### src/hdl/modem_host_consts.vh
// Purpose: constants for the modem host interface memory
// Assumes: byte address = 4 * (bank * 16 + register index)
// Notes:   bank 0 transmitter, bank 1 sample receiver, bank 2 baud receiver
`ifndef MODEM_HOST_CONSTS_VH
`define MODEM_HOST_CONSTS_VH
`define BANK_TX            2'h0
`define BANK_RXS           2'h1
`define BANK_RXB           2'h2
`define REG_DATA0          4'h0
`define REG_DATA1          4'h1
`define REG_DATA2          4'h2
`define REG_DATA3          4'h3
`define REG_ACC_Y          4'h4
`define REG_ACC_X          4'h5
`define REG_CONFIG         4'h6
`define REG_CTRL           4'h7
`define REG_STATUS         4'he
`define ST_AVAIL_BIT       0
`define ST_IE_BIT          2
`define ST_SETUP_BIT       3
`define ST_IA_BIT          7
`define CT_SHORT_ECHO_TONE_BIT        0
`define CT_EXT_TX_CLOCK_SELECT_BIT        1
`define CT_TX_PARALLEL_MODE_BIT        2
`define CT_RTS_BIT         7
`define CR_T2_BIT          1
`define CR_RX_PARALLEL_MODE_BIT        4
`define CF_TOD_BIT         6
`define TX_CFG_RESET       8'h14
`define RX_CFG_RESET       6'h14
`define RX_CTRL_RESET      8'h02
`define TX_CTRL_RESET      8'h00
`define CFG_9600           6'h14
`define CFG_7200           6'h12
`define CFG_4800           6'h11
`define CFG_4800L          6'h22
`define CFG_2400L          6'h21
`define CFG_4800S          6'h02
`define CFG_2400S          6'h01
`define CFG_TONE           8'h80
`define CLK_MHZ            200
`define ECHO_SHORT_MS      30
`define ECHO_LONG_MS       185
`define TOD_MS             500
`define READY_MS           10
`define TURNOFF_MS         5
`define CYC_PER_MS         (`CLK_MHZ * 1000)
`endif

### src/hdl/modem_host_mem.v
// Purpose: host interface memory of a synchronous modem, three banks
// Assumes: Avalon-MM slave, word addressed by byte address bits [7:2]
// Notes:   long times are parameters so simulation can shorten them
// Operation
// - baud irq enabled: irq low while baud data available is one
// - sample irq enabled: irq low while sample data available is one
// - sample data available sets when receiver writes new data
// - reading bank data register zero clears that bank's data available
// - receiver setup bit set by host, cleared once config applied
// - transmitter setup bit set by host, cleared once config applied
// - receiver parallel mode delivers data via receiver data register
// - transmit while register or pin request-to-send, then turn-off
// - short echo bit selects 30 ms tone, otherwise 185 ms
// - buffer available clears on data write, sets when transmitter empties it
// - transmitter irq active bit one while it pulls irq low
// - transmit irq enabled: irq low while buffer available is one
// - train-on-data retrains after 0.5 s of poor quality
// - transmit parallel mode takes data from transmit data register
// - host waits 10 ms after reset release before configuring
// - reset defaults: 9600, half baud, standard tone, serial, disabled
//
// The Avalon-MM register port and the placing of the registers were chosen for this implementation.

`timescale 1ns/1ps
`include "modem_host_consts.vh"
module modem_host_mem #(
  parameter ECHO_SHORT_CYC = `ECHO_SHORT_MS * `CYC_PER_MS,
  parameter ECHO_LONG_CYC  = `ECHO_LONG_MS * `CYC_PER_MS,
  parameter TOD_CYC        = `TOD_MS * `CYC_PER_MS,
  parameter READY_CYC      = `READY_MS * `CYC_PER_MS,
  parameter TURNOFF_CYC    = `TURNOFF_MS * `CYC_PER_MS,
  parameter BIT_CYC        = 20833
) (
  // clock and reset
  input  wire        clk_i,
  input  wire        sys_rst_i,
  // avalon-mm slave
  input  wire [7:0]  avs_address_i,
  input  wire        avs_read_i,
  input  wire        avs_write_i,
  input  wire [31:0] avs_writedata_i,
  output reg  [31:0] avs_readdata_o,
  output reg         avs_waitrequest_o,
  // modem core side
  input  wire        rx_word_valid_i,
  input  wire [15:0] rx_word_i,
  input  wire        baud_word_valid_i,
  input  wire [15:0] baud_word_i,
  input  wire        eq_quality_poor_i,
  input  wire        rts_pin_i,
  input  wire        txd_pin_i,
  input  wire        ext_tx_clk_i,
  // outputs
  output reg         irq_n_o,
  output reg         tx_active_o,
  output reg         tx_bit_o,
  output reg         echo_tone_o,
  output reg         rxd_serial_o,
  output reg         retrain_o,
  output reg         ready_o,
  output reg  [7:0]  tx_cfg_o,
  output reg  [5:0]  rx_cfg_o
);
  localparam TS_IDLE = 2'h0;
  localparam TS_ECHO = 2'h1;
  localparam TS_DATA = 2'h2;
  localparam TS_OFF  = 2'h3;

  reg  [7:0]  tx_data_reg;
  reg  [7:0]  tx_cfg_reg;
  reg  [7:0]  tx_ctrl_reg;
  reg  [5:0]  rx_cfg_reg;
  reg         tod_reg;
  reg  [7:0]  rx_ctrl_reg;
  reg  [15:0] ysw_reg;
  reg  [15:0] ybw_reg;
  reg  [7:0]  acc_reg [0:3];
  reg         tx_buffer_avail_reg;
  reg         tx_irq_enable_reg;
  reg         tx_setup_strobe_reg;
  reg         sample_rx_data_avail_reg;
  reg         sample_rx_irq_enable_reg;
  reg         rx_setup_strobe_reg;
  reg         baud_rx_data_avail_reg;
  reg         baud_rx_irq_enable_reg;
  reg         ack_reg;
  reg  [1:0]  rts_sync_reg;
  reg  [1:0]  txd_sync_reg;
  reg  [1:0]  xclk_sync_reg;
  reg         xclk_last_reg;
  reg  [1:0]  tstate_reg;
  reg  [31:0] tcnt_reg;
  reg  [31:0] bitcnt_reg;
  reg  [2:0]  bitpos_reg;
  reg         byte_full_reg;
  reg  [7:0]  shift_reg;
  reg  [31:0] tod_cnt_reg;
  reg  [31:0] ready_cnt_reg;
  reg  [3:0]  rx_shift_cnt_reg;
  reg         tx_ia_reg;
  reg         rs_ia_reg;
  reg         rb_ia_reg;

  wire [1:0]  bank   = avs_address_i[7:6];
  wire [3:0]  index  = avs_address_i[5:2];
  wire        req    = (avs_read_i | avs_write_i) & ~ack_reg;
  wire        wr     = avs_write_i & req;
  wire        rd     = avs_read_i & req;
  wire [7:0]  wdat   = avs_writedata_i[7:0];
  wire        tx_ia  = tx_irq_enable_reg & tx_buffer_avail_reg;
  wire        rs_ia  = sample_rx_irq_enable_reg & sample_rx_data_avail_reg;
  wire        rb_ia  = baud_rx_irq_enable_reg & baud_rx_data_avail_reg;
  wire        rts    = tx_ctrl_reg[`CT_RTS_BIT] | rts_sync_reg[1];
  wire        xedge  = xclk_sync_reg[1] & ~xclk_last_reg;
  wire        tick   = tx_ctrl_reg[`CT_EXT_TX_CLOCK_SELECT_BIT] ? xedge :
                       (bitcnt_reg == BIT_CYC - 1);
  wire        parallel = tx_ctrl_reg[`CT_TX_PARALLEL_MODE_BIT];
  wire        sample_rd = rd && bank == `BANK_RXS && index == `REG_DATA0;
  wire        baud_rd   = rd && bank == `BANK_RXB && index == `REG_DATA0;
  wire        txd_wr    = wr && bank == `BANK_TX && index == `REG_DATA0;
  wire        drain     = parallel && tstate_reg == TS_DATA && tick && bitpos_reg == 3'h7;
  reg  [7:0]  rdata;
  reg  [1:0]  tstate_next;

  // register read mux
  always @* begin
    rdata = 8'h00;
    case (bank)
      `BANK_TX: begin
        case (index)
          `REG_CONFIG: rdata = tx_cfg_reg;
          `REG_CTRL:   rdata = tx_ctrl_reg;
          `REG_STATUS: rdata = {tx_ia_reg, 3'h0, tx_setup_strobe_reg,
                                tx_irq_enable_reg, 1'b0, tx_buffer_avail_reg};
          default:     rdata = 8'h00;
        endcase
      end
      `BANK_RXS: begin
        case (index)
          `REG_DATA0:  rdata = ysw_reg[7:0];
          `REG_DATA1:  rdata = ysw_reg[15:8];
          `REG_ACC_Y:  rdata = acc_reg[0];
          `REG_ACC_X:  rdata = acc_reg[1];
          `REG_CONFIG: rdata = {1'b0, tod_reg, rx_cfg_reg};
          `REG_CTRL:   rdata = rx_ctrl_reg;
          `REG_STATUS: rdata = {rs_ia_reg, 3'h0, rx_setup_strobe_reg,
                                sample_rx_irq_enable_reg, 1'b0, sample_rx_data_avail_reg};
          default:     rdata = 8'h00;
        endcase
      end
      `BANK_RXB: begin
        case (index)
          `REG_DATA0:  rdata = ybw_reg[7:0];
          `REG_DATA1:  rdata = ybw_reg[15:8];
          `REG_ACC_Y:  rdata = acc_reg[2];
          `REG_ACC_X:  rdata = acc_reg[3];
          `REG_STATUS: rdata = {rb_ia_reg, 4'h0, baud_rx_irq_enable_reg,
                                1'b0, baud_rx_data_avail_reg};
          default:     rdata = 8'h00;
        endcase
      end
      default: rdata = 8'h00;
    endcase
  end

  // transmitter sequencer
  always @* begin
    tstate_next = tstate_reg;
    case (tstate_reg)
      TS_IDLE: if (rts && ready_o) tstate_next = TS_ECHO;
      TS_ECHO: if (tcnt_reg == 32'h0) tstate_next = TS_DATA;
      TS_DATA: if (!rts) tstate_next = TS_OFF;
      TS_OFF:  if (rts) tstate_next = TS_DATA;
               else if (tcnt_reg == 32'h0) tstate_next = TS_IDLE;
      default: tstate_next = TS_IDLE;
    endcase
  end

  genvar g;
  generate
    for (g = 0; g < 4; g = g + 1) begin : g_acc
      always @(posedge clk_i) begin
        if (sys_rst_i)
          acc_reg[g] <= 8'h00;
        else if (wr && bank == (g >= 2 ? `BANK_RXB : `BANK_RXS) &&
                 index == (g % 2 == 1 ? `REG_ACC_X : `REG_ACC_Y))
          acc_reg[g] <= wdat;
      end
    end
  endgenerate

  always @(posedge clk_i) begin
    if (sys_rst_i) begin
      avs_readdata_o           <= 32'h0;
      avs_waitrequest_o        <= 1'b1;
      ack_reg                  <= 1'b0;
      tx_data_reg              <= 8'h00;
      tx_cfg_reg               <= `TX_CFG_RESET;
      tx_ctrl_reg              <= `TX_CTRL_RESET;
      rx_cfg_reg               <= `RX_CFG_RESET;
      tod_reg                  <= 1'b0;
      rx_ctrl_reg              <= `RX_CTRL_RESET;
      ysw_reg                  <= 16'h0;
      ybw_reg                  <= 16'h0;
      tx_buffer_avail_reg      <= 1'b1;
      tx_irq_enable_reg        <= 1'b0;
      tx_setup_strobe_reg      <= 1'b0;
      sample_rx_data_avail_reg <= 1'b0;
      sample_rx_irq_enable_reg <= 1'b0;
      rx_setup_strobe_reg      <= 1'b0;
      baud_rx_data_avail_reg   <= 1'b0;
      baud_rx_irq_enable_reg   <= 1'b0;
      rts_sync_reg             <= 2'h0;
      txd_sync_reg             <= 2'h3;
      xclk_sync_reg            <= 2'h0;
      xclk_last_reg            <= 1'b0;
      tstate_reg               <= TS_IDLE;
      tcnt_reg                 <= 32'h0;
      bitcnt_reg               <= 32'h0;
      bitpos_reg               <= 3'h0;
      byte_full_reg            <= 1'b0;
      shift_reg                <= 8'hff;
      tod_cnt_reg              <= 32'h0;
      ready_cnt_reg            <= 32'h0;
      rx_shift_cnt_reg         <= 4'h0;
      tx_ia_reg                <= 1'b0;
      rs_ia_reg                <= 1'b0;
      rb_ia_reg                <= 1'b0;
      irq_n_o                  <= 1'b1;
      tx_active_o              <= 1'b0;
      tx_bit_o                 <= 1'b1;
      echo_tone_o              <= 1'b0;
      rxd_serial_o             <= 1'b1;
      retrain_o                <= 1'b0;
      ready_o                  <= 1'b0;
      tx_cfg_o                 <= `TX_CFG_RESET;
      rx_cfg_o                 <= `RX_CFG_RESET;
    end else begin
      // bus: one wait cycle, answer on the second
      ack_reg           <= req;
      avs_waitrequest_o <= ~req;
      if (rd)
        avs_readdata_o <= {24'h0, rdata};

      // input synchronisers
      rts_sync_reg  <= {rts_sync_reg[0], rts_pin_i};
      txd_sync_reg  <= {txd_sync_reg[0], txd_pin_i};
      xclk_sync_reg <= {xclk_sync_reg[0], ext_tx_clk_i};
      xclk_last_reg <= xclk_sync_reg[1];

      // ready after reset release
      if (ready_cnt_reg == READY_CYC - 1)
        ready_o <= 1'b1;
      else
        ready_cnt_reg <= ready_cnt_reg + 32'h1;

      // host writes
      if (wr) begin
        case ({bank, index})
          {`BANK_TX, `REG_DATA0}:  tx_data_reg <= wdat;
          {`BANK_TX, `REG_CONFIG}: tx_cfg_reg <= wdat;
          {`BANK_TX, `REG_CTRL}:   tx_ctrl_reg <= wdat;
          {`BANK_RXS, `REG_CONFIG}: begin
            rx_cfg_reg <= wdat[5:0];
            tod_reg    <= wdat[`CF_TOD_BIT];
          end
          {`BANK_RXS, `REG_CTRL}:  rx_ctrl_reg <= wdat;
          default: ;
        endcase
      end

      // setup strobes: applied on the cycle after being set
      if (wr && bank == `BANK_TX && index == `REG_STATUS) begin
        tx_irq_enable_reg   <= wdat[`ST_IE_BIT];
        tx_setup_strobe_reg <= wdat[`ST_SETUP_BIT];
      end else if (tx_setup_strobe_reg) begin
        tx_cfg_o            <= tx_cfg_reg;
        tx_setup_strobe_reg <= 1'b0;
      end
      if (wr && bank == `BANK_RXS && index == `REG_STATUS) begin
        sample_rx_irq_enable_reg <= wdat[`ST_IE_BIT];
        rx_setup_strobe_reg      <= wdat[`ST_SETUP_BIT];
      end else if (rx_setup_strobe_reg) begin
        rx_cfg_o            <= rx_cfg_reg;
        rx_setup_strobe_reg <= 1'b0;
      end

      // baud interrupt enable
      if (wr && bank == `BANK_RXB && index == `REG_STATUS)
        baud_rx_irq_enable_reg <= wdat[`ST_IE_BIT];

      // data available flags, set wins over read clear
      if (rx_word_valid_i) begin
        ysw_reg                  <= rx_word_i;
        sample_rx_data_avail_reg <= 1'b1;
        rx_shift_cnt_reg         <= 4'h0;
      end else if (sample_rd)
        sample_rx_data_avail_reg <= 1'b0;
      if (baud_word_valid_i) begin
        ybw_reg                <= baud_word_i;
        baud_rx_data_avail_reg <= 1'b1;
      end else if (baud_rd)
        baud_rx_data_avail_reg <= 1'b0;

      // serial receive output, clocked from the latest word in serial mode
      if (!rx_ctrl_reg[`CR_RX_PARALLEL_MODE_BIT] && tick && rx_shift_cnt_reg != 4'h8) begin
        rxd_serial_o     <= ysw_reg[rx_shift_cnt_reg[2:0]];
        rx_shift_cnt_reg <= rx_shift_cnt_reg + 4'h1;
      end

      // buffer available, emptying wins over a new write
      if (drain)
        tx_buffer_avail_reg <= 1'b1;
      else if (txd_wr)
        tx_buffer_avail_reg <= 1'b0;

      // interrupt line
      irq_n_o <= ~(tx_ia | rs_ia | rb_ia);
      // per bank active bits, registered together with the line
      tx_ia_reg <= tx_ia;
      rs_ia_reg <= rs_ia;
      rb_ia_reg <= rb_ia;

      // transmit sequencer and bit timing
      tstate_reg <= tstate_next;
      bitcnt_reg <= (tick || tx_ctrl_reg[`CT_EXT_TX_CLOCK_SELECT_BIT]) ? 32'h0 : bitcnt_reg + 32'h1;
      if (tstate_reg == TS_IDLE && tstate_next == TS_ECHO)
        tcnt_reg <= tx_ctrl_reg[`CT_SHORT_ECHO_TONE_BIT] ? ECHO_SHORT_CYC - 1 : ECHO_LONG_CYC - 1;
      else if (tstate_next == TS_OFF && tstate_reg == TS_DATA)
        tcnt_reg <= TURNOFF_CYC;
      else if (tcnt_reg != 32'h0)
        tcnt_reg <= tcnt_reg - 32'h1;
      tx_active_o <= tstate_next != TS_IDLE;
      echo_tone_o <= tstate_next == TS_ECHO;

      // transmit bit: parallel byte or synchronised serial pin
      if (tstate_reg == TS_DATA && tick) begin
        if (parallel) begin
          if (bitpos_reg == 3'h0) begin
            shift_reg     <= tx_buffer_avail_reg ? 8'hff : tx_data_reg;
            byte_full_reg <= ~tx_buffer_avail_reg;
            tx_bit_o      <= tx_buffer_avail_reg ? 1'b1 : tx_data_reg[0];
          end else
            tx_bit_o <= byte_full_reg ? shift_reg[bitpos_reg] : 1'b1;
          bitpos_reg <= bitpos_reg + 3'h1;
        end else
          tx_bit_o <= txd_sync_reg[1];
      end else if (tstate_reg != TS_DATA) begin
        tx_bit_o   <= 1'b1;
        bitpos_reg <= 3'h0;
      end

      // train on data
      if (tod_reg && eq_quality_poor_i) begin
        if (tod_cnt_reg == TOD_CYC - 1) begin
          retrain_o   <= 1'b1;
          tod_cnt_reg <= 32'h0;
        end else begin
          retrain_o   <= 1'b0;
          tod_cnt_reg <= tod_cnt_reg + 32'h1;
        end
      end else begin
        retrain_o   <= 1'b0;
        tod_cnt_reg <= 32'h0;
      end
    end
  end
endmodule // modem_host_mem

### config.mk
export PLATFORM = sky130hd
export DESIGN_NAME = modem_host_mem
export DESIGN_NICKNAME = d
export VERILOG_FILES = /design/src/hdl/modem_host_mem.v
export VERILOG_INCLUDE_DIRS = /design/src /design/src/hdl
export SDC_FILE = /design/constraint.sdc
export NUM_CORES = 1
export LEC_CHECK = 0
export BUFFER_PORTS_ARGS = -buffer_cell sky130_fd_sc_hd__buf_2
export CAP_MARGIN = 20
export CORE_AREA = 2 2 178 180
export DETAILED_ROUTE_END_ITERATION = 7
export DIE_AREA = 0 0 180 182
export SLEW_MARGIN = 25
export SYNTH_ARGS = -nofsm -noshare
export SYNTH_HDL_FRONTEND = slang
export SYNTH_SLANG_ARGS = --single-unit
### constraint.sdc
create_clock -name clk_i -period 2.44 [get_ports clk_i]
set_input_delay 0.366 -clock clk_i [delete_from_list [all_inputs] [get_ports clk_i]]
set_output_delay 0.366 -clock clk_i [all_outputs]
set_load 0.02 [all_outputs]
==> reports/qor.log, run 1 <==
[clock_tree] Num CTS Buffers 35
[synthesis] total of flip-flops plus latches after synthesis 298
[global_routing] pin count of the biggest net entering global routing 77
[worst_hold_path] type of the tightest min-delay check primary input to flip-flop
[floorplanning] chip width 180 microns
[floorplanning] core area 31000 sq um
[routing] per-cell via count in the routed design 5.56
[setup_path] Req. time, crit path 2.88 ns
[synthesis] Unique masters post-synth 68
[timing] relative slew slack 0.322
[placed_design] cell count after placement 2017
[power_and_ir_drop] leakage power of the design 5.95 nW
[floorplanning] Initial Utilization 0.444
[global_routing] via count of the first global-routing pass 10.9k
[timing] min Tclk post-route 2.25 ns
[clock_tree] H-tree depth 2
[worst_hold_path] Worst Hold Launch txd_pin_i
[synthesis] count of flip-flops with a built-in enable after synthesis 32
[timing] worst clock skew 0.0295 ns
[floorplanning] total die area 32800 sq um
[routing] first-iteration detailed-routing DRC count 922
[placed_design] cell area after placement 14900 sq um
[final_layout] number of filler instances in the final layout 2893
[final_layout] Layout Cell Area excl Fill 16000 sq um
[setup_path] kind of start point of the critical path flip-flop
[synthesis] average instance area after synthesis 8.83 sq um
[floorplanning] die extent in y 182 microns
[setup_path] worst-path maximum fanout 11
[routing] number of vias in the routed layout 11.6k
[timing] Final Hold Violating Endpoints 0
[synthesis] area fraction of the dominant cell type after synthesis 0.387
[timing] setup repair after global routing missed its margin false
[power_and_ir_drop] power density of the placed cells 846 nW/um^2
[outcome] result of the run completed
[routing] Antenna Nets Post-Route 0
[floorplanning] IO Pins 136
[clock_tree] buffers from clock root to sink, at most 3
[synthesis] share of flip-flops with an asynchronous set or reset after synthesis 0
[global_routing] GRT Residual Overflow 0
[setup_path] type of destination of the critical path flip-flop
[placed_design] post-detailed-placement half-perimeter wirelength 23500 microns
[timing] Final setup viols 0
[synthesis] Ys Warns 0
[routing] total wire length 34400 microns
[setup_path] worst setup path category flip-flop to flip-flop
[timing] final worst path period share 0.924
[placed_design] GPL Wtd Cong 0.850
[global_routing] global-route wire length before repair 56400 microns
[routing] Detailed Routing Iterations Pass 1 8
[global_routing] initial antenna violation count 0
[synthesis] sequential element share of the synthesized area 0.457
[clock_tree] clock root buffer clkbuf_16
[flow_run] total of max-cap violations 0
[clock_tree] CTS tree built
[synthesis] most frequently used cell type in the post-synthesis netlist dfxtp_1
[floorplanning] standard-cell row count 65
[synthesis] Post-synth top flop dfxtp_1
[final_layout] FF/Latch Area 6290 sq um
[synthesis] Post-synth top cells 266 x dfxtp_1, 186 x nor2_1, 139 x nand2_1
[placed_design] buffers added on ports 85
[final_layout] share of cells above drive strength 1 0.148
[timing] highest achievable clock rate 444 MHz
[timing] Max Slew Vio Count 0
[synthesis] library cell with the largest summed area after synthesis dfxtp_1
[power_and_ir_drop] worst ir drop on vdd 0.558 mV
[timing] Slew @ Worst Pin 1.01 ns
[final_layout] final cell count without fillers 2079
[timing] total negative setup slack 0 ns
[clock_tree] clock transition at the register clock pins on the worst setup and hold paths after CTS 0.05 ns
[synthesis] biggest area contributors in the synthesized netlist dfxtp_1 39%, edfxtp_1 7.0%, nor2_1 5.1%
[final_layout] Final nets 1745
[final_layout] area overhead of the layout relative to synthesis 16.7%
[synthesis] cells after synthesis 1557
[routing] post-route DRC violation count 0
[routing] wire length per cell 16.6 microns
[clock_tree] worst skew pair latency 0.53 ns
[global_routing] total global routing track utilization 0.208
[setup_path] FF-to-FF Start tcnt_reg[6]
[synthesis] Post-Synthesis Cell Area 13700 sq um
[final_layout] count of inserted antenna diode cells 0
[final_layout] multi-input gate area in the final layout 7010 sq um
[clock_tree] number of sinks handled by clock tree synthesis 298
[clock_tree] # hold bufs at CTS 0
[setup_path] arrival time reported for the critical path endpoint 2.69 ns
[setup_path] Critical Path Source tcnt_reg[6]
## power by group
part | total [W] | internal [W] | switching (W) | leakage [nW]
logic | 0.00281 | 0.00119 | 0.00162 | 2.89
registers | 0.00556 | 0.00527 | 0.000291 | 2.49
clock network | 0.00520 | 0.00316 | 0.00204 | 0.573
total | 0.0136 | 0.00962 | 0.00395 | 5.95
## cell usage in the layout (no fill, tap or decap), drive strengths merged, types with 4 or more instances in the layout
master  Yosys  layout
nand4      28      28
a21oi      83      83
xor2       28      28
nor3b       4       4
buf        41     148
or4        16      16
and2       33      33
and4       27      27
a222oi     13      13
conb        1      24
nor2b      22      22
mux2i      51      51
a211oi     10      10
o211ai      8       8
o31a        4       4
nor4       46      46
or3        16      16
clkbuf     71      51
dfxtp     266     266
nor3       49      49
nand3      93      93
o31ai      12      12
and3       15      15
clkinv      0       7
a31oi      26      26
mux2       18      18
nand2     139     139
edfxtp     32      32
o21ai      45      45
a22oi      17      17
mux4        4       4
or2         7       7
ha         10      10
nor2      186     186
nand2b     14      14
inv        25      26
nor4b      10      10
xnor2      51      51
## metal layers
layer / routed length, microns / global-route usage / up-vias
li1: - / - / 5768
met5: 0 / 0 / -
met1: 16500 / 0.291 / 5463
met3: 1840 / 0.0337 / 45
met4: 649 / 0.0631 / 0
met2: 15500 / 0.329 / 288
## cell type report
type	count	area share
Multi-Input combinational cell	1145	0.437
Sequential cell	298	0.392
Clock buffer	51	0.0646
Timing Repair Buffer	148	0.0624
Tap cell	402	0.0313
Clock inverter	10	0.00717
Inverter	25	0.00585
## cell families after synthesis
group	Yosys count	share of synthesized area
simple gates	718	0.268
other cells	1	0.000273
fa+ha+maj	10	0.00910
compound gates	241	0.111
flops	298	0.457
buf+inv	137	0.0452
xor+xnor	79	0.0503
mux	73	0.0584
## critical path, cell delays in order, from the launching register on
cell     delay (ns)
dfxtp_1        0.35
nor4_1         0.52
nand4_1        0.24
buf_4          0.24
nor4_2         0.18
buf_4          0.25
a22oi_1        0.19
a21oi_1        0.21
## path summary, 6_finish.rpt
check                                       end  slack, ns  cells past startpoint
worst max-delay path               tcnt_reg[11]       0.19                      7
worst min-delay path            txd_sync_reg[0]       0.05                      2
worst max register to register     tcnt_reg[11]       0.19                      7
worst min register to register  rts_sync_reg[1]       0.45                      1
## per-stage QoR
stage	utilization	power, W	setup slack [ns]	hold slack (ns)
2_1_floorplan	-	0.00747	0.323	0.389
3_3_place_gp	0.480	0.00836	0.219	0.436
3_5_place_dp	0.480	0.00840	0.175	0.442
4_1_cts	0.517	0.0136	0.156	0.0316
5_1_grt	0.518	0.0143	0.0274	0.0421
6_report	0.518	0.0136	0.186	0.0466
## timing repair
| item | in CTS | in global routing |
|---|---|---|
| gates resized for setup | 0 | 3 |
| endpoints found under the setup margin | 0 | 6 |
| setup buffers | 0 | 1 |
No activity file was read; power rests on OpenSTA's default activity.
==> inputs of run 2 (changes only) <==
RECOVER_POWER = 50   (was unset)
==> run 2 against run 1 <==
Net effect: worst setup slack better by 0.0025 ns; first-iteration DRC count is 7.8% lower; count of clock-buffer cells in the layout stayed put; non-clock buffer count stayed put; clock power hardly changed; critical path depth stayed put; critical path type unchanged; highest routed layer unchanged.
==> reports/qor.log, run 2 (synthesis gave the netlist of run 1 again) <==
[power_and_ir_drop] leakage power of the design 5.77 nW
[placed_design] post-detailed-placement half-perimeter wirelength 23500 microns
[setup_path] type of destination of the critical path flip-flop
[timing] total negative setup slack 0 ns
[power_and_ir_drop] switching fraction of total power 0.291
[global_routing] met3 Track Usage GR 0.0337
[clock_tree] clock transition at the register clock pins on the worst setup and hold paths after CTS 0.06 ns
[floorplanning] Initial Utilization 0.444
[global_routing] GRT Residual Overflow 0
[floorplanning] chip width 180 microns
[floorplanning] total die area 32800 sq um
[routing] Antenna Nets Post-Route 0
[power_and_ir_drop] net switching power of the design 0.00395 W
[setup_path] worst-path maximum fanout 11
[placed_design] buffers added on ports 85
[timing] highest achievable clock rate 444 MHz
[floorplanning] die extent in y 182 microns
[power_and_ir_drop] portion of total power attributed to combinational logic 0.206
[power_and_ir_drop] cell-internal power 0.00961 W
[flow_run] total of max-cap violations 0
[clock_tree] CTS tree built
[power_and_ir_drop] worst ir drop on vdd 0.558 mV
[timing] setup repair after global routing missed its margin false
[routing] post-route DRC violation count 0
[clock_tree] H-tree depth 2
[global_routing] Global Route met2 Usage 0.329
[timing] worst clock skew 0.0291 ns
[outcome] result of the run completed
[clock_tree] Num CTS Buffers 35
[final_layout] share of cells above drive strength 1 0.122
[worst_hold_path] type of the tightest min-delay check primary input to flip-flop
[timing] Final Hold Violating Endpoints 0
[global_routing] pin count of the biggest net entering global routing 77
[power_and_ir_drop] power density of the placed cells 852 nW/um^2
[setup_path] Req. time, crit path 2.84 ns
[global_routing] via count of the first global-routing pass 10.9k
[power_and_ir_drop] register share of total power 0.410
[timing] Final setup viols 0
[timing] worst setup margin 0.189 ns
[routing] Detailed Routing Iterations Pass 1 7
[timing] Max Slew Vio Count 0
[timing] min Tclk post-route 2.25 ns
[placed_design] GPL Wtd Cong 0.850
[setup_path] slack of the worst reg-to-reg path 0.19 ns
[clock_tree] worst skew pair latency 0.53 ns
[timing] Slew @ Worst Pin 1.20 ns
[global_routing] GR Util met1 0.291
[setup_path] arrival time reported for the critical path endpoint 2.65 ns
[placed_design] worst slack after detailed placement 0.175 ns
[floorplanning] IO Pins 136
[routing] number of vias in the routed layout 11.6k
[floorplanning] standard-cell row count 65
[clock_tree] clock root buffer clkbuf_16
[global_routing] global-route wire length before repair 56400 microns
[routing] wire length per cell 16.6 microns
[routing] total wire length 34400 microns
[routing] first-iteration detailed-routing DRC count 850
[routing] per-cell via count in the routed design 5.56
[clock_tree] buffers from clock root to sink, at most 3
[global_routing] peak-usage layer in the global routing report met2
[setup_path] kind of start point of the critical path flip-flop
[final_layout] Final nets 1745
[setup_path] worst setup path category flip-flop to flip-flop
[final_layout] area overhead of the layout relative to synthesis 15.9%
[timing] relative slew slack 0.203
[power_and_ir_drop] clock group share of total power 0.383
[floorplanning] core area 31000 sq um
[final_layout] count of inserted antenna diode cells 0
[clock_tree] number of sinks handled by clock tree synthesis 298
[setup_path] number of cells on the worst reg-to-reg path 7
[worst_hold_path] Worst Hold Path Cells 2
[global_routing] total global routing track utilization 0.208
[final_layout] most frequent standard cell in the layout excluding fill and tap cells dfxtp_1
[timing] final worst path period share 0.923
[final_layout] most used cells in the layout excluding fill and tap cells 266 x dfxtp_1, 186 x nor2_1, 139 x nand2_1
[global_routing] initial antenna violation count 0
run 2: changes by cell type in the layout (fill, tap and decap cells not counted), sizes merged:
| cell | delta |
|---|---|
| buf | -43 |
| clkbuf | +43 |
run 2: layout make-up:
cell class / instances / area (sq um)
inverters: 25 / 93.8
flip-flops and latches: 298 / 6290
well taps: 402 / 503
clock buffers: 51 / 1040
multi-input cells: 1145 / 7000
repair buffers: 148 / 893
fillers: 2926 / 15100
clock inverters: 10 / 115
run 2: final timing paths:
check,from,endpoint
min reg2reg,rts_sync_reg[0],rts_sync_reg[1]
max reg2reg,tcnt_reg[6],tcnt_reg[0]
min,txd_pin_i,txd_sync_reg[0]
max,tcnt_reg[6],tcnt_reg[0]
run 2: timing repair:
item,4_1_cts,5_1_grt
gates resized for setup,0,3
hold buffers,0,0
endpoints found under the setup margin,0,6
buffers inserted,0,1
run 2: power groups by stage:
stage                     clock network [W]  logic [W]  registers [W]
after floorplan                           0    0.00189        0.00558
after global placement                    0    0.00272        0.00564
after detailed placement                  0    0.00274        0.00565
after CTS                           0.00532    0.00276        0.00555
after global routing                0.00556    0.00311        0.00560
final                               0.00520    0.00280        0.00556
run 2: critical path, stage by stage, from the launching register on:
cell and delay (ns):
dfxtp_1 0.35, nor4_1 0.51, nand4_1 0.24, buf_4 0.23, nor4_2 0.18, buf_4 0.24
nor4_1 0.07, a221o_1 0.30
run 2: metal layers:
layer	vias up	part of all wire	wire (microns)
met5	-	0	0
li1	5759	-	-
met1	5460	0.48	16600
met4	0	0.020	675
met2	294	0.45	15400
met3	51	0.049	1690
run 2: through the flow:
stage,total power [W],hold slack (ns),area [sq um],utilization,cells
floorplan,0.00747,0.389,13800,-,1580
global placement,0.00836,0.436,14900,0.480,2017
detailed placement,0.00840,0.442,14900,0.480,2017
CTS,0.0136,0.0316,16000,0.517,2078
global route,0.0143,0.0421,15900,0.514,2079
finish,0.0136,0.0456,15900,0.514,2079
==> inputs of run 3 (changes only) <==
PLACE_DENSITY = 0.69   (was unset)
SLEW_MARGIN = unset   (was 25)
==> run 3 against run 2 <==
Net effect: critical path depth up 1; utilization decreased by 0.21 points; wire length fell by 3.4%; die area is the same; highest routed layer unchanged; clock skew decreased by 0.015 ns; maximum frequency fell by 2.3%; first-iteration DRC count grew 1.8%; worst setup slack got worse by 0.053 ns; combinational power grew 3%.
==> reports/qor.log, run 3 (synthesis gave the netlist of run 1 again) <==
[power_and_ir_drop] leakage power of the design 5.76 nW
[power_and_ir_drop] clock group share of total power 0.358
[global_routing] initial antenna violation count 0
[final_layout] share of cells above drive strength 1 0.125
[clock_tree] H-tree depth 1
[global_routing] total global routing track utilization 0.194
[setup_path] arrival time reported for the critical path endpoint 2.78 ns
[routing] post-route DRC violation count 0
[placed_design] post-detailed-placement half-perimeter wirelength 22900 microns
[routing] Detailed Routing Iterations Pass 1 6
[routing] number of vias in the routed layout 11.6k
[floorplanning] total die area 32800 sq um
[final_layout] area overhead of the layout relative to synthesis 15.4%
[clock_tree] number of sinks handled by clock tree synthesis 298
[power_and_ir_drop] register share of total power 0.423
[clock_tree] clock root buffer clkbuf_16
[placed_design] GPL Wtd Cong 0.887
[routing] first-iteration detailed-routing DRC count 865
[timing] total negative setup slack 0 ns
[timing] Slew @ Worst Pin 1.04 ns
[setup_path] kind of start point of the critical path flip-flop
[clock_tree] Num CTS Buffers 31
[timing] worst clock skew 0.0136 ns
[floorplanning] standard-cell row count 65
[power_and_ir_drop] cell-internal power 0.00937 W
[timing] highest achievable clock rate 434 MHz
[floorplanning] Initial Utilization 0.444
[power_and_ir_drop] switching fraction of total power 0.287
[placed_design] buffers added on ports 85
[clock_tree] worst skew pair latency 0.55 ns
[power_and_ir_drop] portion of total power attributed to combinational logic 0.219
[global_routing] global-route wire length before repair 53800 microns
[global_routing] GRT Residual Overflow 0
[timing] relative slew slack 0.308
[global_routing] pin count of the biggest net entering global routing 98
[power_and_ir_drop] net switching power of the design 0.00377 W
[setup_path] worst setup path category flip-flop to flip-flop
[timing] final worst path period share 0.944
[floorplanning] die extent in y 182 microns
[clock_tree] clock transition at the register clock pins on the worst setup and hold paths after CTS 0.06 ns
[timing] Final Hold Violating Endpoints 0
[final_layout] count of inserted antenna diode cells 0
[setup_path] type of destination of the critical path flip-flop
[floorplanning] IO Pins 136
[final_layout] Final nets 1743
[power_and_ir_drop] Power Total 0.0131 W
[routing] total wire length 33300 microns
[global_routing] via count of the first global-routing pass 10.6k
[timing] Final setup viols 0
[final_layout] most used cells in the layout excluding fill and tap cells 266 x dfxtp_1, 186 x nor2_1, 139 x nand2_1
[worst_hold_path] type of the tightest min-delay check primary input to flip-flop
[setup_path] worst-path maximum fanout 6
[routing] wire length per cell 16.0 microns
[routing] per-cell via count in the routed design 5.59
[outcome] result of the run completed
[timing] min Tclk post-route 2.30 ns
[clock_tree] buffers from clock root to sink, at most 3
[clock_tree] # hold bufs at CTS 0
[timing] setup repair after global routing missed its margin false
[timing] Max Slew Vio Count 0
[routing] Antenna Nets Post-Route 0
[floorplanning] chip width 180 microns
[setup_path] Req. time, crit path 2.92 ns
[power_and_ir_drop] power density of the placed cells 829 nW/um^2
[floorplanning] core area 31000 sq um
[final_layout] most frequent standard cell in the layout excluding fill and tap cells dfxtp_1
[flow_run] total of max-cap violations 0
[clock_tree] CTS tree built
[power_and_ir_drop] worst ir drop on vdd 0.496 mV
==> run 3: cell types whose count changed in the layout (fill, tap and decap cells not counted), sizes merged <==
| cell | change |
|---|---|
| clkbuf | -11 |
| inv | -1 |
| buf | +12 |
| clkinv | -2 |
==> run 3: stage by stage <==
stage / hold WS (ns) / setup WS, ns / cells / cell area (sq um) / utilization
2_1_floorplan: 0.389 / 0.323 / 1580 / 13800 / -
3_3_place_gp: 0.393 / 0.196 / 2019 / 14900 / 0.480
3_5_place_dp: 0.396 / 0.159 / 2019 / 14900 / 0.480
4_1_cts: 0.0235 / 0.120 / 2076 / 15900 / 0.513
5_1_grt: 0.0308 / 0.0239 / 2077 / 15900 / 0.512
6_report: 0.0415 / 0.136 / 2077 / 15900 / 0.512
==> run 3: cell type report <==
cell class | instances | area (sq um)
sequential | 298 | 6290
tap | 402 | 503
inverter | 25 | 93.8
timing repair buffer | 150 | 946
fill | 2867 | 15100
clock buffer | 50 | 947
multi-input combinational | 1145 | 7000
clock inverter | 7 | 85.1
==> run 3: final timing paths <==
check | slack, ns | to | cells after the start | startpoint
worst min register to register | 0.41 | txd_sync_reg[1] | 1 | txd_sync_reg[0]
worst max-delay path | 0.14 | tcnt_reg[30] | 8 | tcnt_reg[1]
worst min-delay path | 0.04 | rts_sync_reg[0] | 2 | rts_pin_i
worst max register to register | 0.14 | tcnt_reg[30] | 8 | tcnt_reg[1]
==> run 3: power by group through the flow <==
stage          Clock, W  Combinational [W]  Sequential, W
2_1_floorplan         0            0.00189        0.00558
3_3_place_gp          0            0.00281        0.00563
3_5_place_dp          0            0.00284        0.00565
4_1_cts         0.00481            0.00286        0.00555
5_1_grt         0.00499            0.00322        0.00560
6_report        0.00470            0.00288        0.00556
==> run 3: repair_timing <==
item,4_1_cts,5_1_grt
endpoints found under the setup margin,0,5
buffers inserted,0,1
gates resized for setup,0,1
endpoints found under the hold margin,0,0
==> run 3: metal layers <==
layer  GRT usage  vias up  wire length (microns)
li1            -     5748                      -
met1       0.268     5505                  15500
met2       0.323      316                  15600
met3      0.0221       36                   1750
met4      0.0524        0                    501
met5           0        -                      0
==> run 3: worst max-delay path: stages, from the launching register on <==
cell and delay, ns:
dfxtp_1 0.32, inv_1 0.11, ha_1 0.23, nor2b_1 0.19, nand4_1 0.21, buf_4 0.21
or2_2 0.35, or4_1 0.48, a21oi_1 0.14
